`config.mk`:
```
export PLATFORM = sky130hd
export DESIGN_NAME = fpc_top
export DESIGN_NICKNAME = d
export VERILOG_FILES = /design/src/fpc_pkg.sv /design/src/fpc_top.sv /design/src/fpc_input.sv
export SDC_FILE = /design/constraint.sdc
export NUM_CORES = 1
export LEC_CHECK = 0
export ABC_AREA = 1
export BUFFER_PORTS_ARGS = -buffer_cell sky130_fd_sc_hd__buf_2
export CAP_MARGIN = 5
export CORE_ASPECT_RATIO = 0.9
export CORE_MARGIN = 3
export CORE_UTILIZATION = 64
export CTS_CLUSTER_SIZE = 40
export DETAILED_ROUTE_END_ITERATION = 12
export HOLD_SLACK_MARGIN = 0.12
export PLACE_DENSITY = 0.9
export SLEW_MARGIN = 10
export SYNTH_ARGS = -nofsm -noshare
export SYNTH_HDL_FRONTEND = slang
export SYNTH_SLANG_ARGS = --single-unit
```
`constraint.sdc`:
```
create_clock -name clk_i -period 5.6 [get_ports clk_i]
set_input_delay 1.12 -clock clk_i [delete_from_list [all_inputs] [get_ports clk_i]]
set_output_delay 1.12 -clock clk_i [all_outputs]
set_load 0.05 [all_outputs]
```
`src/fpc_pkg.sv`:
```
/*
 Shared constants and types of the fast pulse counter: register indices, status
 bit positions, control bits, mode codes, limits and the packed carriers.
 Assumes a 32-bit classic Wishbone bus with byte addresses and one word per index.
*/
// Operation
// Counter element is status word with 15 flags, signed preset and accumulator.
// First configure clears status bits 3-7, 14, 15 and sets bit 1.
// Bit 15 follows the configure rung; software cannot write it.
// Bit 14 follows the configure rung in modes 3-8; not writable.
// Up modes: bit 13 latches on high preset; cleared by unlatch, load, clear.
// Up modes: bit 12 sets when high preset reached with bit 13 set.
// Bidirectional: bit 12 sets on wrap from 32767 to -32768.
// Bidirectional: bit 11 sets on wrap from -32768 to 32767.
// Writing bit 10 or a true configure copies hardware into image accumulator.
// Bidirectional: bit 9 shows accumulator at or above high preset.
// Bidirectional: bit 8 shows accumulator at or below low preset.
// Routine start by wrap sets bit 7 or 6, clears other causes.
// Routine start by preset sets bit 5 or 4, clears other causes.
// Bit 3 marks waiting interrupt; cleared at routine start, load or clear.
// Bit 2 sets when an interrupt arrives while bit 3 set.
// Bit 1 set by enable op, cleared by disable op only.
// While enabled, preset, wrap high or wrap low events raise the interrupt.
// Clear op zeroes hardware and image accumulators.
// Load op writes supplied value to hardware and image accumulators.
// Configure applies settings; counting allowed only while its rung is true.
// Hardware accumulator counts on external input edges, independent of software.
// On preset reached outputs update from source pattern under mask.
// Up modes clear accumulator and reload preset on reach; bidirectional keep them.
// Hardware high preset accepted only in 1..32767, else error 37H.
// Hardware accumulator is 16-bit two's complement and wraps at both ends.
package fpc_pkg;

	// Register indices; the byte address is four times the index.
	localparam logic [3:0] FPC_IDX_STATUS = 4'h0;
	localparam logic [3:0] FPC_IDX_PRESET = 4'h1;
	localparam logic [3:0] FPC_IDX_ACC = 4'h2;
	localparam logic [3:0] FPC_IDX_CTRL = 4'h3;
	localparam logic [3:0] FPC_IDX_MODE = 4'h4;
	localparam logic [3:0] FPC_IDX_LOWPRE = 4'h5;
	localparam logic [3:0] FPC_IDX_SRC = 4'h6;
	localparam logic [3:0] FPC_IDX_MASK = 4'h7;
	localparam logic [3:0] FPC_IDX_INFO = 4'h8;
	localparam logic [3:0] FPC_IDX_HWACC = 4'h9;

	// Status word bit positions.
	localparam int FPC_B_CU = 15;
	localparam int FPC_B_CD = 14;
	localparam int FPC_B_DN = 13;
	localparam int FPC_B_OV = 12;
	localparam int FPC_B_UN = 11;
	localparam int FPC_B_UA = 10;
	localparam int FPC_B_HP = 9;
	localparam int FPC_B_LP = 8;
	localparam int FPC_B_IV = 7;
	localparam int FPC_B_IN = 6;
	localparam int FPC_B_IH = 5;
	localparam int FPC_B_IL = 4;
	localparam int FPC_B_PE = 3;
	localparam int FPC_B_LS = 2;
	localparam int FPC_B_IE = 1;
	localparam logic [15:0] FPC_STATUS_RST = 16'h0000;

	// Control register bit positions; all but the rung are one-shot operations.
	localparam int FPC_C_RUNG = 0;
	localparam int FPC_C_EVAL = 1;
	localparam int FPC_C_CLEAR = 2;
	localparam int FPC_C_LOAD = 3;
	localparam int FPC_C_IRQEN = 4;
	localparam int FPC_C_IRQDIS = 5;
	localparam int FPC_C_LDPRE = 6;
	localparam int FPC_C_ISR = 7;

	// Modes, limits and the error code for a rejected high preset.
	localparam logic [3:0] FPC_MODE_RST = 4'h1;
	localparam logic [3:0] FPC_MODE_UP_LAST = 4'h2;
	localparam logic signed [15:0] FPC_ACC_MAX = 16'sh7FFF;
	localparam logic signed [15:0] FPC_ACC_MIN = 16'sh8000;
	localparam logic signed [15:0] FPC_HP_MIN = 16'sh0001;
	localparam logic [7:0] FPC_ERR_CODE = 8'h37;

	// Configuration life cycle of the counter.
	typedef enum logic [0:0] {FPC_ST_UNCONF = 1'b0, FPC_ST_CONF = 1'b1} fpc_state_t;

	// Decoded count events from the input pins.
	typedef struct packed {
		logic up;
		logic down;
		logic zero;
		logic hold;
	} fpc_cnt_ev_t;

	// One-shot operations decoded from a control write.
	typedef struct packed {
		logic eval;
		logic rung;
		logic clear;
		logic load;
		logic irq_en;
		logic irq_dis;
		logic ld_pre;
		logic isr;
	} fpc_ops_t;

endpackage

```
`src/fpc_top.sv`:
```
/*
 Fast pulse counter with its counter element, status flags, interrupt tracking
 and preset-driven output pattern, reached over a classic Wishbone slave.
 Assumes a single 50 MHz clock and a master that holds each request until ack.
*/
`timescale 1ns/1ps
module fpc_top
	import fpc_pkg::*;
(
	input wire logic clk_i, // System clock, 50 MHz.
	input wire logic rst_i, // Synchronous reset, active high.
	input wire logic wb_cyc_i, // Wishbone cycle.
	input wire logic wb_stb_i, // Wishbone strobe.
	input wire logic wb_we_i, // Wishbone write enable.
	input wire logic [5:0] wb_adr_i, // Wishbone byte address.
	input wire logic [3:0] wb_sel_i, // Wishbone byte selects.
	input wire logic [31:0] wb_dat_i, // Wishbone write data.
	output logic [31:0] wb_dat_o, // Wishbone read data.
	output logic wb_ack_o, // Wishbone acknowledge.
	input wire logic [3:0] pin_i, // Counter input pins.
	output logic [15:0] out_o, // Preset-driven output pattern.
	output logic irq_o // Counter interrupt waiting for service.
);

	logic ack_q;
	logic [31:0] rdat_q;
	logic [15:0] stat_q;
	logic signed [15:0] img_pre_q;
	logic signed [15:0] img_acc_q;
	logic signed [15:0] low_img_q;
	logic [3:0] mode_q;
	logic [15:0] src_q;
	logic [15:0] mask_q;
	logic signed [15:0] acc_q;
	logic signed [15:0] acc_d;
	logic signed [15:0] hw_pre_q;
	logic signed [15:0] hw_low_q;
	logic [15:0] out_q;
	logic err_q;
	logic [3:0] cause_q;
	fpc_state_t st_q;
	fpc_cnt_ev_t ev;
	fpc_ops_t ops;
	logic wr;
	logic [3:0] idx;
	logic [15:0] wmask;
	logic [15:0] wdat;
	logic up_mode;
	logic first_cfg;
	logic run;
	logic wrap_hi;
	logic wrap_lo;
	logic hit_hi;
	logic hit_lo;
	logic hp_now;
	logic lp_now;
	logic irq_ev;
	logic pre_ok;
	logic ua_wr;
	logic unl_wr;

	fpc_input u_input (
		.clk_i(clk_i),
		.rst_i(rst_i),
		.pin_i(pin_i),
		.mode_i(mode_q),
		.ev_o(ev)
	);

	////////////////////////////////////////////////////////////////////////////
	// Bus decode: one write per request, taken in the cycle before its acknowledge.
	assign idx = wb_adr_i[5:2];
	assign wr = wb_cyc_i & wb_stb_i & wb_we_i & ~ack_q;
	assign wmask = {{8{wb_sel_i[1]}}, {8{wb_sel_i[0]}}};
	assign wdat = wb_dat_i[15:0];
	assign wb_ack_o = ack_q;
	assign wb_dat_o = rdat_q;
	assign out_o = out_q;
	assign irq_o = stat_q[FPC_B_PE];

	// Control write split into one-shot operations.
	always_comb
	begin
		ops = '0;
		if (wr && idx == FPC_IDX_CTRL && wb_sel_i[0])
		begin
			ops.eval = wdat[FPC_C_EVAL];
			ops.rung = wdat[FPC_C_RUNG];
			ops.clear = wdat[FPC_C_CLEAR];
			ops.load = wdat[FPC_C_LOAD];
			ops.irq_en = wdat[FPC_C_IRQEN];
			ops.irq_dis = wdat[FPC_C_IRQDIS];
			ops.ld_pre = wdat[FPC_C_LDPRE];
			ops.isr = wdat[FPC_C_ISR];
		end
	end

	// Status word writes: refresh request and unlatching of sticky flags.
	assign ua_wr = wr && idx == FPC_IDX_STATUS && wb_sel_i[1] && wdat[FPC_B_UA];
	assign unl_wr = wr && idx == FPC_IDX_STATUS;
	assign up_mode = mode_q <= FPC_MODE_UP_LAST;
	assign first_cfg = st_q == FPC_ST_UNCONF && ops.eval && ops.rung;
	assign run = st_q == FPC_ST_CONF && stat_q[FPC_B_CU] && !ev.hold;
	assign pre_ok = img_pre_q >= FPC_HP_MIN;

	////////////////////////////////////////////////////////////////////////////
	// Next hardware accumulator: clear, load, external reset, then counting.
	always_comb
	begin
		acc_d = acc_q;
		wrap_hi = 1'b0;
		wrap_lo = 1'b0;
		if (ops.clear)
			acc_d = 16'sh0000;
		else if (ops.load || first_cfg)
			acc_d = img_acc_q;
		else if (run && ev.zero)
			acc_d = 16'sh0000;
		else if (run && ev.up)
		begin
			acc_d = acc_q + 16'sh0001;
			wrap_hi = acc_q == FPC_ACC_MAX && !up_mode;
		end
		else if (run && ev.down && !up_mode)
		begin
			acc_d = acc_q - 16'sh0001;
			wrap_lo = acc_q == FPC_ACC_MIN;
		end
	end

	// Preset comparisons; bidirectional events fire on entry to the region.
	assign hp_now = acc_q >= hw_pre_q;
	assign lp_now = acc_q <= hw_low_q;
	assign hit_hi = st_q == FPC_ST_CONF && hp_now && (up_mode || !stat_q[FPC_B_HP]);
	assign hit_lo = st_q == FPC_ST_CONF && !up_mode && lp_now && !stat_q[FPC_B_LP];
	assign irq_ev = stat_q[FPC_B_IE] && (hit_hi || hit_lo || wrap_hi || wrap_lo);

	////////////////////////////////////////////////////////////////////////////
	// Configuration life cycle: running from the first true configure.
	always_ff @(posedge clk_i)
	begin
		if (rst_i)
			st_q <= FPC_ST_UNCONF;
		else
			case (st_q)
				FPC_ST_UNCONF: if (first_cfg) st_q <= FPC_ST_CONF;
				FPC_ST_CONF: st_q <= FPC_ST_CONF;
				default: st_q <= FPC_ST_UNCONF;
			endcase
	end

	// Hardware accumulator, cleared after an up-mode high preset hit.
	always_ff @(posedge clk_i)
	begin
		if (rst_i)
			acc_q <= 16'sh0000;
		else if (up_mode && hit_hi && !ops.clear && !ops.load)
			acc_q <= 16'sh0000;
		else
			acc_q <= acc_d;
	end

	// Hardware presets: loaded at first configure, by the preset load op, and
	// the high one in up modes after each hit; an out-of-range high preset is refused.
	always_ff @(posedge clk_i)
	begin
		if (rst_i)
		begin
			hw_pre_q <= FPC_ACC_MAX;
			hw_low_q <= FPC_ACC_MIN;
			err_q <= 1'b0;
		end
		else
		begin
			if (first_cfg || ops.ld_pre || (up_mode && hit_hi))
			begin
				if (pre_ok)
					hw_pre_q <= img_pre_q;
				err_q <= !pre_ok;
			end
			if (first_cfg || ops.ld_pre)
				hw_low_q <= low_img_q;
		end
	end

	////////////////////////////////////////////////////////////////////////////
	// Image words and the configuration registers written by software.
	always_ff @(posedge clk_i)
	begin
		if (rst_i)
		begin
			img_pre_q <= 16'sh0000;
			img_acc_q <= 16'sh0000;
			low_img_q <= 16'sh0000;
			mode_q <= FPC_MODE_RST;
			src_q <= 16'h0000;
			mask_q <= 16'h0000;
		end
		else
		begin
			if (wr && idx == FPC_IDX_PRESET)
				img_pre_q <= (img_pre_q & ~wmask) | (wdat & wmask);
			if (ops.clear)
				img_acc_q <= 16'sh0000;
			else if (ops.load)
				img_acc_q <= img_acc_q;
			else if (ua_wr || (ops.eval && ops.rung && st_q == FPC_ST_CONF))
				img_acc_q <= acc_q;
			else if (wr && idx == FPC_IDX_ACC)
				img_acc_q <= (img_acc_q & ~wmask) | (wdat & wmask);
			if (wr && idx == FPC_IDX_LOWPRE)
				low_img_q <= (low_img_q & ~wmask) | (wdat & wmask);
			if (wr && idx == FPC_IDX_MODE && wb_sel_i[0] && st_q == FPC_ST_UNCONF)
				mode_q <= wdat[3:0];
			if (wr && idx == FPC_IDX_SRC)
				src_q <= (src_q & ~wmask) | (wdat & wmask);
			if (wr && idx == FPC_IDX_MASK)
				mask_q <= (mask_q & ~wmask) | (wdat & wmask);
		end
	end

	// Output pattern refreshed at once whenever a preset is reached.
	always_ff @(posedge clk_i)
	begin
		if (rst_i)
			out_q <= 16'h0000;
		else if (hit_hi || hit_lo)
			out_q <= (out_q & ~mask_q) | (src_q & mask_q);
	end

	// Cause of the interrupt now waiting, handed to the status word at service.
	always_ff @(posedge clk_i)
	begin
		if (rst_i)
			cause_q <= 4'h0;
		else if (irq_ev && !stat_q[FPC_B_PE])
			cause_q <= {wrap_hi, wrap_lo & ~wrap_hi, hit_hi & ~wrap_hi & ~wrap_lo,
				hit_lo & ~hit_hi & ~wrap_hi & ~wrap_lo};
	end

	////////////////////////////////////////////////////////////////////////////
	// Status word; clears are applied first so that a same-cycle set wins, except bit 1 (disable beats enable) and bit 2 (a clear or load blocks the set).
	always_ff @(posedge clk_i)
	begin
		if (rst_i)
			stat_q <= FPC_STATUS_RST;
		else
		begin
			if (first_cfg)
			begin
				stat_q[FPC_B_CU] <= 1'b0;
				stat_q[FPC_B_CD] <= 1'b0;
				stat_q[FPC_B_IV:FPC_B_PE] <= 5'h00;
				stat_q[FPC_B_IE] <= 1'b1;
				if (wr && wb_sel_i[1])
					stat_q[FPC_B_HP:FPC_B_LP] <= stat_q[FPC_B_HP:FPC_B_LP];
			end
			if (unl_wr && wb_sel_i[1])
			begin
				if (!wdat[FPC_B_DN]) stat_q[FPC_B_DN] <= 1'b0;
				if (!wdat[FPC_B_OV]) stat_q[FPC_B_OV] <= 1'b0;
				if (!wdat[FPC_B_UN]) stat_q[FPC_B_UN] <= 1'b0;
				if (st_q == FPC_ST_UNCONF && !up_mode)
					stat_q[FPC_B_HP:FPC_B_LP] <= wdat[FPC_B_HP:FPC_B_LP];
			end
			if (unl_wr && wb_sel_i[0] && !wdat[FPC_B_LS])
				stat_q[FPC_B_LS] <= 1'b0;
			if (ops.clear || ops.load)
			begin
				stat_q[FPC_B_DN:FPC_B_UN] <= 3'h0;
				stat_q[FPC_B_PE:FPC_B_LS] <= 2'h0;
			end
			if (ops.eval)
			begin
				stat_q[FPC_B_CU] <= ops.rung;
				stat_q[FPC_B_CD] <= ops.rung && !up_mode;
			end
			if (ops.irq_en)
				stat_q[FPC_B_IE] <= 1'b1;
			if (ops.irq_dis)
				stat_q[FPC_B_IE] <= 1'b0;
			if (ops.isr && stat_q[FPC_B_PE])
			begin
				stat_q[FPC_B_IV:FPC_B_IL] <= cause_q;
				stat_q[FPC_B_PE] <= 1'b0;
			end
			stat_q[FPC_B_UA] <= 1'b0;
			stat_q[0] <= 1'b0;
			if (st_q == FPC_ST_CONF && !up_mode)
			begin
				stat_q[FPC_B_HP] <= hp_now;
				stat_q[FPC_B_LP] <= lp_now;
			end
			if (up_mode && hit_hi)
			begin
				stat_q[FPC_B_DN] <= 1'b1;
				if (stat_q[FPC_B_DN])
					stat_q[FPC_B_OV] <= 1'b1;
			end
			if (wrap_hi)
				stat_q[FPC_B_OV] <= 1'b1;
			if (wrap_lo)
				stat_q[FPC_B_UN] <= 1'b1;
			if (irq_ev)
			begin
				stat_q[FPC_B_PE] <= 1'b1;
				if (stat_q[FPC_B_PE] && !(ops.isr || ops.clear || ops.load))
					stat_q[FPC_B_LS] <= 1'b1;
			end
		end
	end

	////////////////////////////////////////////////////////////////////////////
	// Wishbone answer: ack one cycle after the request, data registered with it.
	always_ff @(posedge clk_i)
	begin
		if (rst_i)
		begin
			ack_q <= 1'b0;
			rdat_q <= 32'h0000_0000;
		end
		else
		begin
			ack_q <= wb_cyc_i & wb_stb_i & ~ack_q;
			case (idx)
				FPC_IDX_STATUS: rdat_q <= {16'h0000, stat_q};
				FPC_IDX_PRESET: rdat_q <= {16'h0000, img_pre_q};
				FPC_IDX_ACC: rdat_q <= {16'h0000, img_acc_q};
				FPC_IDX_CTRL: rdat_q <= {31'h0000_0000, stat_q[FPC_B_CU]};
				FPC_IDX_MODE: rdat_q <= {28'h000_0000, mode_q};
				FPC_IDX_LOWPRE: rdat_q <= {16'h0000, low_img_q};
				FPC_IDX_SRC: rdat_q <= {16'h0000, src_q};
				FPC_IDX_MASK: rdat_q <= {16'h0000, mask_q};
				FPC_IDX_INFO: rdat_q <= {16'h0000, err_q, 7'h00, err_q ? FPC_ERR_CODE : 8'h00};
				FPC_IDX_HWACC: rdat_q <= {16'h0000, acc_q};
				default: rdat_q <= 32'h0000_0000;
			endcase
		end
	end
endmodule

```
`src/fpc_input.sv`:
```
/*
 Input stage of the fast pulse counter: synchronises the four counter pins and
 decodes them into count, reset and hold events for the selected mode.
 Assumes the pins are asynchronous to clk_i and slower than half its rate.
*/
`timescale 1ns/1ps
module fpc_input
	import fpc_pkg::*;
(
	input wire logic clk_i, // System clock.
	input wire logic rst_i, // Synchronous reset, active high.
	input wire logic [3:0] pin_i, // Raw counter input pins.
	input wire logic [3:0] mode_i, // Counter mode, 1 to 8.
	output fpc_cnt_ev_t ev_o // Decoded events, pulses and hold level.
);

	logic [3:0] meta_q;
	logic [3:0] sync_q;
	logic [3:0] prev_q;
	logic [3:0] rise;
	logic ext;

	////////////////////////////////////////////////////////////////////////////
	// Two flip-flops per pin, then a delayed copy for edge detection.
	always_ff @(posedge clk_i)
	begin
		if (rst_i)
		begin
			meta_q <= 4'h0;
			sync_q <= 4'h0;
			prev_q <= 4'h0;
		end
		else
		begin
			meta_q <= pin_i;
			sync_q <= meta_q;
			prev_q <= sync_q;
		end
	end

	// Rising edges of the synchronised pins.
	assign rise = sync_q & ~prev_q;
	// Even modes add the external reset and hold pins.
	assign ext = ~mode_i[0];

	////////////////////////////////////////////////////////////////////////////
	// Mode decode of count direction; the encoder counts once per A rise.
	always_comb
	begin
		ev_o = '0;
		ev_o.zero = ext & rise[2];
		ev_o.hold = ext & sync_q[3];
		case (mode_i)
			4'h1, 4'h2: ev_o.up = rise[0];
			4'h3, 4'h4:
			begin
				ev_o.up = rise[0] & ~sync_q[1];
				ev_o.down = rise[0] & sync_q[1];
			end
			4'h5, 4'h6:
			begin
				ev_o.up = rise[0] & ~rise[1];
				ev_o.down = rise[1] & ~rise[0];
			end
			4'h7, 4'h8:
			begin
				ev_o.up = rise[0] & ~sync_q[1];
				ev_o.down = rise[0] & sync_q[1];
			end
			default: ev_o = '0;
		endcase
	end

endmodule

```
==> impl_metrics.toml, run 1 <==
[run_status]
outcome = "complete, no violations"

[power]
ir_drop_v = 0.0002528
p_leak_nw = 4.862
p_per_area_nw_per_um2 = 257.4

[drt]
vias_per_cell = 6.346
drc = 0
via_count = 10389
ant_nets = 0
drt_first_pass_iters = 6
wl_um = 31160
drt_iter0_drc = 1830
wl_per_cell_um = 19.03

[layout]
fin_util_pct = 73.25
nets = 1526
syn_to_final_growth_pct = 9.012
num_antenna_cells = 0
drive_gt1_share_pct = 9.868

[synthesis]
yosysWarnings = 0
yosysTopAreaCellShare_pct = 38.72
synth-edff-count = 0
synth_cells = 1391
synthTopCellsByArea = "dfxtp_1 39%, nand2_1 8.6%, a21oi_1 7.0%"
yosysUniqueCellTypes = 53
synth_flop_cell = "dfxtp_1"
syn_area_um2 = 10130
yosys.area.top_type = "dfxtp_1"
synth.avg_cell_area_um2 = 7.286
ys_async_sr_fraction_pct = 0
synth-seq-cells = 196
ys_seq_area_share_pct = 38.72

[clocking]
cts_resized = 0
cts_sinks = 196
hold_buffers = 0
clockBufferDepth = 2
clk_latency_ns = 0.45
cts_tree = "done"
htreeDepth = 4
cts_buffers = 17
clk_pin_slew_ns = 0.07
cts_post_setup_buffers_inserted = 0
cts-root-buf = "clkbuf_16"

[sta]
setup_viol = 0
min_period_over_period_pct = 69.49
whs_ns = 0.4068
fin_worst_skew_ns = 0.008371
setup_tns_ns = 0
tightest_slew_ns = 1.177
hold_violations = 0
finalMaxSlewViolations = 0
max_freq_mhz = 257.0
final.min_clock_period_ns = 3.892
rsz0062_at_grt = "no"
slew-limit-headroom_pct = 21.24

[worst_setup_path]
crit_required_ns = 5.97
worstRegToRegCells = 20
rr_endpoint = "acc_q[10]"
r2r_slack_ns = 1.71
worstSetupEndpoint = "acc_q[10]"
crit_arrival_ns = 4.27
r2r_start = "mode_q[2]"
slowest_stage = "ha_1"
crit_path_max_incr_delay_ns = 0.50
startpoint = "mode_q[2]"
path_cells = "nor2_1, nand2_1, inv_2, nand2_1, nand2_1, a21oi_1, nor2_1, nand2_1, ha_1, a21oi_1, nand2_1, a21boi_0, o21ai_0, nand2_1, nand2_1, a21oi_1, o21ai_0, o211ai_1, o21ai_0, nor2_1"
critPathKind = "register to register"
start_kind = "register"
crit_fanout = 18
end_kind = "register"
critPathMostFrequentCell = "nand2_1"

[grt]
antenna_found_initial = 1
grt_pass1_wl_um = 49170
grt_max_degree = 51
grt_pass1_vias = 9393
grt_use_total_pct = 34.97
grt_remaining_overflow = 0

[floorplanning]
fp.coreArea_um2 = 15080
die_w_um = 138.6
start_util_pct = 67.20
io_pins = 101
die-height_um = 125.4
core.rowCount = 42
dieArea_um2 = 17380

[placed_design]
hpwl_um = 22140
port_buffers = 64
gp_congestion = 0.9558

[run]
cap_violations = 0

[min_path]
hold_path_class = "register to register"
-- per-layer routing --
layer / up-vias / share of wire [%] / track usage [%]
met5: - / 0.048 / 0
met4: 2 / 5.8 / 15.59
met3: 163 / 12 / 8.629
met2: 774 / 44 / 55.11
met1: 4691 / 38 / 45.81
li1: 4759 / - / -
-- cell families after synthesis --
family                     Yosys count  share of synthesized area (%)
and+or+nand+nor                    490                          21.35
AOI/OAI and AO/OA                  392                          22.41
buffers and inverters              254                          10.59
DFF                                196                          38.72
adders and majority gates           49                          6.124
xor gates and xnor gates             9                         0.7778
other                                1                        0.03700
-- critical path: cells and delay by family, from the launching register on --
family / cells / cell delay, ns
flops: 1 / 0.36
compound gates: 8 / 1.13
buf+inv: 1 / 0.23
fa+ha+maj: 1 / 0.50
simple gates: 10 / 1.58
-- cells in the final DEF, fill, tap and decap left out, drive strengths merged, types with 3 or more instances in the layout --
cell / n
nor2: 137
nor3: 16
a31oi: 23
nor4: 7
nand3: 72
a221oi: 19
a21oi: 145
a41oi: 3
ha: 48
a21o: 4
conb: 16
inv: 191
o211ai: 7
buf: 70
nand2: 241
clkinv: 6
a21boi: 3
o22ai: 18
dfxtp: 196
a2111oi: 4
clkbuf: 17
nand4: 13
o21ai: 132
a211oi: 22
xor2: 7
o221ai: 6
-- cells in the mapped netlist (18+ instances only) --
cell type and number:
a211oi_1 22, dfxtp_1 196, ha_1 48, a21oi_1 142, nand3_1 66, a221oi_1 19, nand2_1 232, buf_4 19
clkbuf_1 32, inv_1 179, a31oi_1 23, o21ai_0 118, nor2_1 127, o22ai_1 18
-- area by class of cell --
type	count	area [µm²]
Inverter	185	700.7
Multi-Input combinational cell	956	5194
Timing Repair Buffer	70	365.4
Sequential cell	196	3924
Tap cell	198	247.7
Clock buffer	17	425.4
Clock inverter	15	191.4
Fill cell	1161	4034
-- through the flow --
| step | power [mW] | area (µm²) | cells | worst slack (ns) |
|---|---|---|---|---|
| after floorplan | 1.543 | 10190 | 1406 | 2.642 |
| after global placement | 1.578 | 10430 | 1605 | 1.939 |
| after CTS | 2.832 | 11050 | 1637 | 1.745 |
| after global routing | 2.902 | 11050 | 1637 | 1.248 |
| after detailed placement | 1.581 | 10430 | 1605 | 1.857 |
| final | 2.844 | 11050 | 1637 | 1.708 |
-- power by group --
group	switching [mW]	leakage [nW]	total (mW)	internal, mW
registers	0.00484	1.58	1.40	1.40
clock network	0.606	0.300	1.29	0.681
logic	0.121	2.98	0.152	0.0316
-- worst min-delay path by stage --
stage	end	slack, ns	startpoint	depth (start not counted)
after global placement	u_input.sync_q[1]	0.39	u_input.meta_q[1]	2
after global routing	u_input.sync_q[2]	0.42	u_input.meta_q[2]	2
final	u_input.sync_q[2]	0.41	u_input.meta_q[2]	2
after floorplan	u_input.sync_q[0]	0.39	u_input.meta_q[0]	2
after CTS	u_input.sync_q[3]	0.41	u_input.meta_q[3]	2
after detailed placement	u_input.sync_q[3]	0.40	u_input.meta_q[3]	2
No activity file was read; power rests on OpenSTA's default activity.
==> inputs of run 2 (changes only) <==
--- a/config.mk
+++ b/config.mk
@@ -5,16 +5,16 @@
 export SDC_FILE = /design/constraint.sdc
 export NUM_CORES = 1
 export LEC_CHECK = 0
-export ABC_AREA = 1
+export ABC_AREA = 0
 export BUFFER_PORTS_ARGS = -buffer_cell sky130_fd_sc_hd__buf_2
 export CAP_MARGIN = 5
 export CORE_ASPECT_RATIO = 0.9
 export CORE_MARGIN = 3
-export CORE_UTILIZATION = 64
+export CORE_UTILIZATION = 60
 export CTS_CLUSTER_SIZE = 40
 export DETAILED_ROUTE_END_ITERATION = 12
 export HOLD_SLACK_MARGIN = 0.12
-export PLACE_DENSITY = 0.9
+export PLACE_DENSITY = 0.86
 export SLEW_MARGIN = 10
 export SYNTH_ARGS = -nofsm -noshare
 export SYNTH_HDL_FRONTEND = slang
==> constraint.sdc (replaced) <==
create_clock -name clk_i -period 3.9 [get_ports clk_i]
set_input_delay 0.78 -clock clk_i [delete_from_list [all_inputs] [get_ports clk_i]]
set_output_delay 0.78 -clock clk_i [all_outputs]
set_load 0.05 [all_outputs]
==> run 2 against run 1 <==
Routed wire length increased by 5.2%. Register-to-register slack worse by 1.4 ns. Worst setup slack worse by 1.4 ns. Worst hold slack better by 0.032 ns. Critical endpoint is now acc_q[15]. Largest power group unchanged.
==> impl_metrics.toml, run 2 <==
[placed_design]
hpwl_um = 22610
placedCellCount = 1530
gp_congestion = 0.9598
placedInstanceArea_um2 = 11000
port_buffers = 64

[clocking]
clk_latency_ns = 0.44
cts-root-buf = "clkbuf_16"
clockBufferDepth = 2
hold_buffers = 0
htreeDepth = 4
cts_sinks = 196
cts_tree = "done"
clk_pin_slew_ns = 0.07
cts_buffers = 17

[synthesis]
syn_area_um2 = 10630
ys_async_sr_fraction_pct = 0
synth-seq-cells = 196
synth_commonest_cells = "196 x dfxtp_1, 141 x nand2_1, 124 x nor2_1"
yosysTopAreaCellShare_pct = 36.91
synth_cells = 1285
yosysUniqueCellTypes = 89
synth.avg_cell_area_um2 = 8.273
synth-edff-count = 0
synth_most_common_cell = "dfxtp_1"
synthTopCellsByArea = "dfxtp_1 37%, ha_1 5.6%, mux2i_1 5.0%"
yosys.area.top_type = "dfxtp_1"
ys_seq_area_share_pct = 36.91
yosysWarnings = 0
synth_flop_cell = "dfxtp_1"

[worst_setup_path]
critPathKind = "register to register"
slowest_stage = "ha_1"
start_kind = "register"
crit_path_max_incr_delay_ns = 0.39
crit_required_ns = 4.23
crit_fanout = 8
worstRegToRegCells = 13
r2r_slack_ns = 0.28
path_cells = "or2_2, o21ai_0, nand4_1, nor2_1, inv_1, ha_1, o21ai_0, o211a_1, o31ai_2, a31oi_1, a21oi_1, mux2i_1, o311a_1"
crit_arrival_ns = 3.95
r2r_start = "mode_q[1]"
critPathMostFrequentCell = "o21ai_0"
cpLargestDelayFamily = "compound AO/OA/AOI/OAI gates"
startpoint = "mode_q[1]"
rr_endpoint = "acc_q[15]"
path_buf_inv = 1
end_kind = "register"

[sta]
whs_ns = 0.4393
slew-limit-headroom_pct = 44.37
final.min_clock_period_ns = 3.620
fin_worst_skew_ns = 0.01075
max_freq_mhz = 276.3
setup_tns_ns = 0
min_period_over_period_pct = 92.81
setup_viol = 0
hold_violations = 0
rsz0062_at_grt = "no"
finalMaxSlewViolations = 0
tightest_slew_ns = 0.8344

[floorplanning]
io_pins = 101
die_w_um = 146.3
core.rowCount = 45
fp.coreArea_um2 = 17120
die-height_um = 132.3
dieArea_um2 = 19350
start_util_pct = 62.11

[layout]
nets = 1414
fin_util_pct = 67.74
final_common_cell = "dfxtp_1"
fin_area_um2 = 11590
final_cell_mix = "195 x dfxtp_1, 141 x nand2_1, 122 x nor2_1"
final_cells = 1562
syn_to_final_growth_pct = 9.075
drive_gt1_share_pct = 12.52

[grt]
grt_use_total_pct = 33.04
grt_pass1_wl_um = 51340
grt_max_degree = 71
antenna_found_initial = 1
grt_pass1_vias = 9612
grt_remaining_overflow = 0

[drt]
drt_iter0_drc = 1605
vias_per_cell = 6.598
ant_nets = 0
drc = 0
wl_per_cell_um = 20.99
via_count = 10306
wl_um = 32790
drt_first_pass_iters = 12

[power]
p_leak_nw = 4.390
p_per_area_nw_per_um2 = 346.4
ir_drop_v = 0.0003798

[min_path]
hold_start = "u_input.meta_q[1]"
worstHoldEndpoint = "u_input.sync_q[1]"
hold_path_class = "register to register"
holdPathStages = 1

[run]
cap_violations = 0

[run_status]
outcome = "complete, no violations"
[run 2: worst max path at each step]
stage	end	slack, ns	cells after the start
after floorplan	acc_q[15]	0.49	14
after global placement	acc_q[15]	0.25	14
after detailed placement	acc_q[15]	0.20	14
after CTS	acc_q[15]	0.17	14
after global routing	acc_q[15]	0.008	13
final	acc_q[15]	0.28	13
[run 2: routing by layer]
| metal | track usage (%) | wire (µm) | up-vias |
|---|---|---|---|
| met3 | 8.422 | 4394 | 171 |
| li1 | - | - | 4661 |
| met5 | 0 | 0 | - |
| met2 | 50.37 | 14070 | 739 |
| met4 | 17.45 | 1829 | 0 |
| met1 | 43.27 | 12490 | 4735 |
[run 2: repair_timing]
action | in CTS | in global routing
setup endpoints to repair | 0 | 6
gates resized for setup | 0 | 3
buffers inserted | 0 | 0
[run 2: metrics by stage]
stage	worst slack, ns	total power, mW
finish	0.2805	4.016
global placement	0.2534	2.270
floorplan	0.4853	2.224
detailed placement	0.1951	2.273
CTS	0.1681	4.004
global route	0.007880	4.107
[run 2: area by class of cell]
cell class | count | area, µm²
antenna | 1 | 2.502
clock buffer | 18 | 439.2
clock inverter | 13 | 150.1
fill | 1371 | 5522
inverter | 57 | 214.0
multi-input combinational | 944 | 5992
sequential | 196 | 3925
tap | 235 | 294.0
timing repair buffer | 98 | 578.1
[run 2: kinds of logic (layout without fill, tap and decap cells)]
| logic type | Yosys count | in the layout | synth area share (%) |
|---|---|---|---|
| compound gates | 321 | 321 | 21.14 |
| xor+xnor | 12 | 12 | 0.9887 |
| fa+ha+maj | 49 | 49 | 5.838 |
| buf+inv | 160 | 186 | 7.439 |
| flops | 196 | 196 | 36.91 |
| mux | 56 | 56 | 5.332 |
| other cells | 1 | 17 | 0.03528 |
| simple gates | 490 | 490 | 22.32 |
[run 2: power breakdown]
group / total (mW) / switching, mW / internal [mW] / leakage [nW]
Combinational: 0.223 / 0.170 / 0.0531 / 2.53
Sequential: 2.01 / 0.00659 / 2.01 / 1.58
Clock: 1.78 / 0.809 / 0.969 / 0.277
Total: 4.02 / 0.986 / 3.03 / 4.39
[run 2: worst register-to-register path: cells and delay by family (launching register included)]
family / cells / cell delay, ns
flip-flops: 1 / 0.36
multiplexers: 1 / 0.09
buffers and inverters: 1 / 0.24
AO/OA/AOI/OAI: 7 / 1.59
adder cells (fa/ha/maj): 1 / 0.39
AND/OR/NAND/NOR: 3 / 0.82
==> inputs of run 3 (changes only) <==
--- a/config.mk
+++ b/config.mk
@@ -8,13 +8,15 @@
 export ABC_AREA = 0
 export BUFFER_PORTS_ARGS = -buffer_cell sky130_fd_sc_hd__buf_2
 export CAP_MARGIN = 5
+export CELL_PAD_IN_SITES_DETAIL_PLACEMENT = 0
+export CELL_PAD_IN_SITES_GLOBAL_PLACEMENT = 2
 export CORE_ASPECT_RATIO = 0.9
 export CORE_MARGIN = 3
-export CORE_UTILIZATION = 60
+export CORE_UTILIZATION = 39
 export CTS_CLUSTER_SIZE = 40
 export DETAILED_ROUTE_END_ITERATION = 12
 export HOLD_SLACK_MARGIN = 0.12
-export PLACE_DENSITY = 0.86
+export PLACE_DENSITY = 0.91
 export SLEW_MARGIN = 10
 export SYNTH_ARGS = -nofsm -noshare
 export SYNTH_HDL_FRONTEND = slang
==> constraint.sdc (replaced) <==
create_clock -name clk_i -period 4.4 [get_ports clk_i]
set_input_delay 0.88 -clock clk_i [delete_from_list [all_inputs] [get_ports clk_i]]
set_output_delay 0.88 -clock clk_i [all_outputs]
set_load 0.05 [all_outputs]
==> run 3 against run 2 <==
First-iteration DRC count decreased by 32%. Critical path type unchanged. Final area rose by 0.61%. Sequential cell count stayed put. Register-to-register slack better by 0.12 ns. Combinational power shrank 9.9%. Sequential power decreased by 11%.
==> impl_metrics.toml, run 3 (same netlist as run 2, synthesis figures left out) <==
[run_status]
outcome = "complete, no violations"

[layout]
num_antenna_cells = 0
syn_to_final_growth_pct = 9.746
nets = 1408
final_cells = 1669
drive_gt1_share_pct = 12.04
final_common_cell = "dfxtp_1"
final_cell_mix = "196 x dfxtp_1, 141 x nand2_1, 122 x nor2_1"

[clocking]
cts_resized = 0
hold_buffers = 0
clk_latency_ns = 0.45
clockBufferDepth = 2
cts_buffers = 17
cts_sinks = 196
cts_post_setup_buffers_inserted = 0
htreeDepth = 4
clk_pin_slew_ns = 0.07
cts_tree = "done"
cts-root-buf = "clkbuf_16"

[sta]
setup_viol = 0
fin_worst_skew_ns = 0.01893
finalMaxSlewViolations = 0
max_freq_mhz = 249.7
tightest_slew_ns = 1.074
whs_ns = 0.4371
slew-limit-headroom_pct = 28.38
hold_violations = 0
worst_slack_ns = 0.3956
rsz0062_at_grt = "no"
setup_tns_ns = 0
min_period_over_period_pct = 91.01
final.min_clock_period_ns = 4.004

[worst_setup_path]
end_kind = "register"
r2r_start = "mode_q[3]"
critPathKind = "register to register"
r2r_slack_ns = 0.40
crit_fanout = 16
slowest_stage = "dfxtp_1"
start_kind = "register"
crit_path_max_incr_delay_ns = 0.63
rr_endpoint = "acc_q[15]"
worstRegToRegCells = 13
crit_arrival_ns = 4.34
path_cells = "o21a_1, o41a_1, nand4_1, nor2_1, inv_1, ha_1, o21ai_0, o211a_1, o31ai_1, a31oi_1, a21oi_1, mux2i_1, o311a_1"
crit_required_ns = 4.73

[placed_design]
preCtsSetupSlack_ns = 0.5214
port_buffers = 64
placedCellCount = 1637
hpwl_um = 24510
gp_congestion = 0.9160

[drt]
met3_length_um = 2424
wl_per_cell_um = 20.77
met2_wirelength_um = 15190
wl_met1_um = 16600
drt_first_pass_iters = 6
drc = 0
dr.max_layer_used = "met4"
vias_per_cell = 5.824
via_count = 9721
wl_um = 34660
ant_nets = 0
drt_iter0_drc = 1086

[power]
p_leak_nw = 4.359
power.total_mw = 3.547
ir_drop_v = 0.0002842
p_per_area_nw_per_um2 = 304.0

[grt]
antenna_found_initial = 0
grt_remaining_overflow = 0
grt_pass1_vias = 8987
grt_use_total_pct = 23.31
grt_max_degree = 103
grt_pass1_wl_um = 53460

[min_path]
worstHoldEndpoint = "u_input.sync_q[0]"
hold_path_class = "register to register"
holdPathStages = 1
hold_start = "u_input.meta_q[0]"

[floorplanning]
core.rowCount = 56
dieArea_um2 = 29280
io_pins = 101
start_util_pct = 40.24
die-height_um = 162.6
fp.coreArea_um2 = 26420
die_w_um = 180.0

[run]
cap_violations = 0
-- run 3: final cells by class --
type,instances,area [µm²]
clock buffers,17,425.4
clock inverters,15,143.9
fillers,2607,14750
inverters,57,214.0
multi-input cells,944,5987
flip-flops and latches,196,3924
well taps,348,435.4
repair buffers,92,536.8
-- run 3: metrics by stage --
step / utilization (%) / cell area (µm²)
after floorplan: - / 10690
after global placement: 42.01 / 11100
after detailed placement: 42.01 / 11100
after CTS: 44.16 / 11670
after global routing: 44.16 / 11670
final: 44.16 / 11670
-- run 3: worst max-delay path by stage --
stage,start,endpoint,cells past startpoint
finish,mode_q[3],acc_q[15],13
global route,mode_q[0],acc_q[15],13
CTS,mode_q[3],acc_q[15],13
detailed placement,mode_q[3],acc_q[15],13
global placement,mode_q[1],acc_q[15],13
floorplan,mode_q[0],acc_q[15],14
-- run 3: critical path, delay by kind of cell (launching register included) --
family                     cells  cell delay [ns]
buffers and inverters          1             0.33
AOI/OAI and AO/OA              8             1.96
muxes                          1             0.10
DFF                            1             0.63
and+or+nand+nor                2             0.38
adders and majority gates      1             0.47
-- run 3: power by group --
part	switching [mW]	leakage (nW)	internal, mW
Sequential	0.00579	1.58	1.78
Combinational	0.155	2.50	0.0462
Clock	0.766	0.273	0.795
-- run 3: routing by layer --
metal  GRT usage (%)  up-vias
li1                -     4634
met5               0        -
met2           35.47      370
met4           5.371        0
met1           33.91     4684
met3           5.047       33
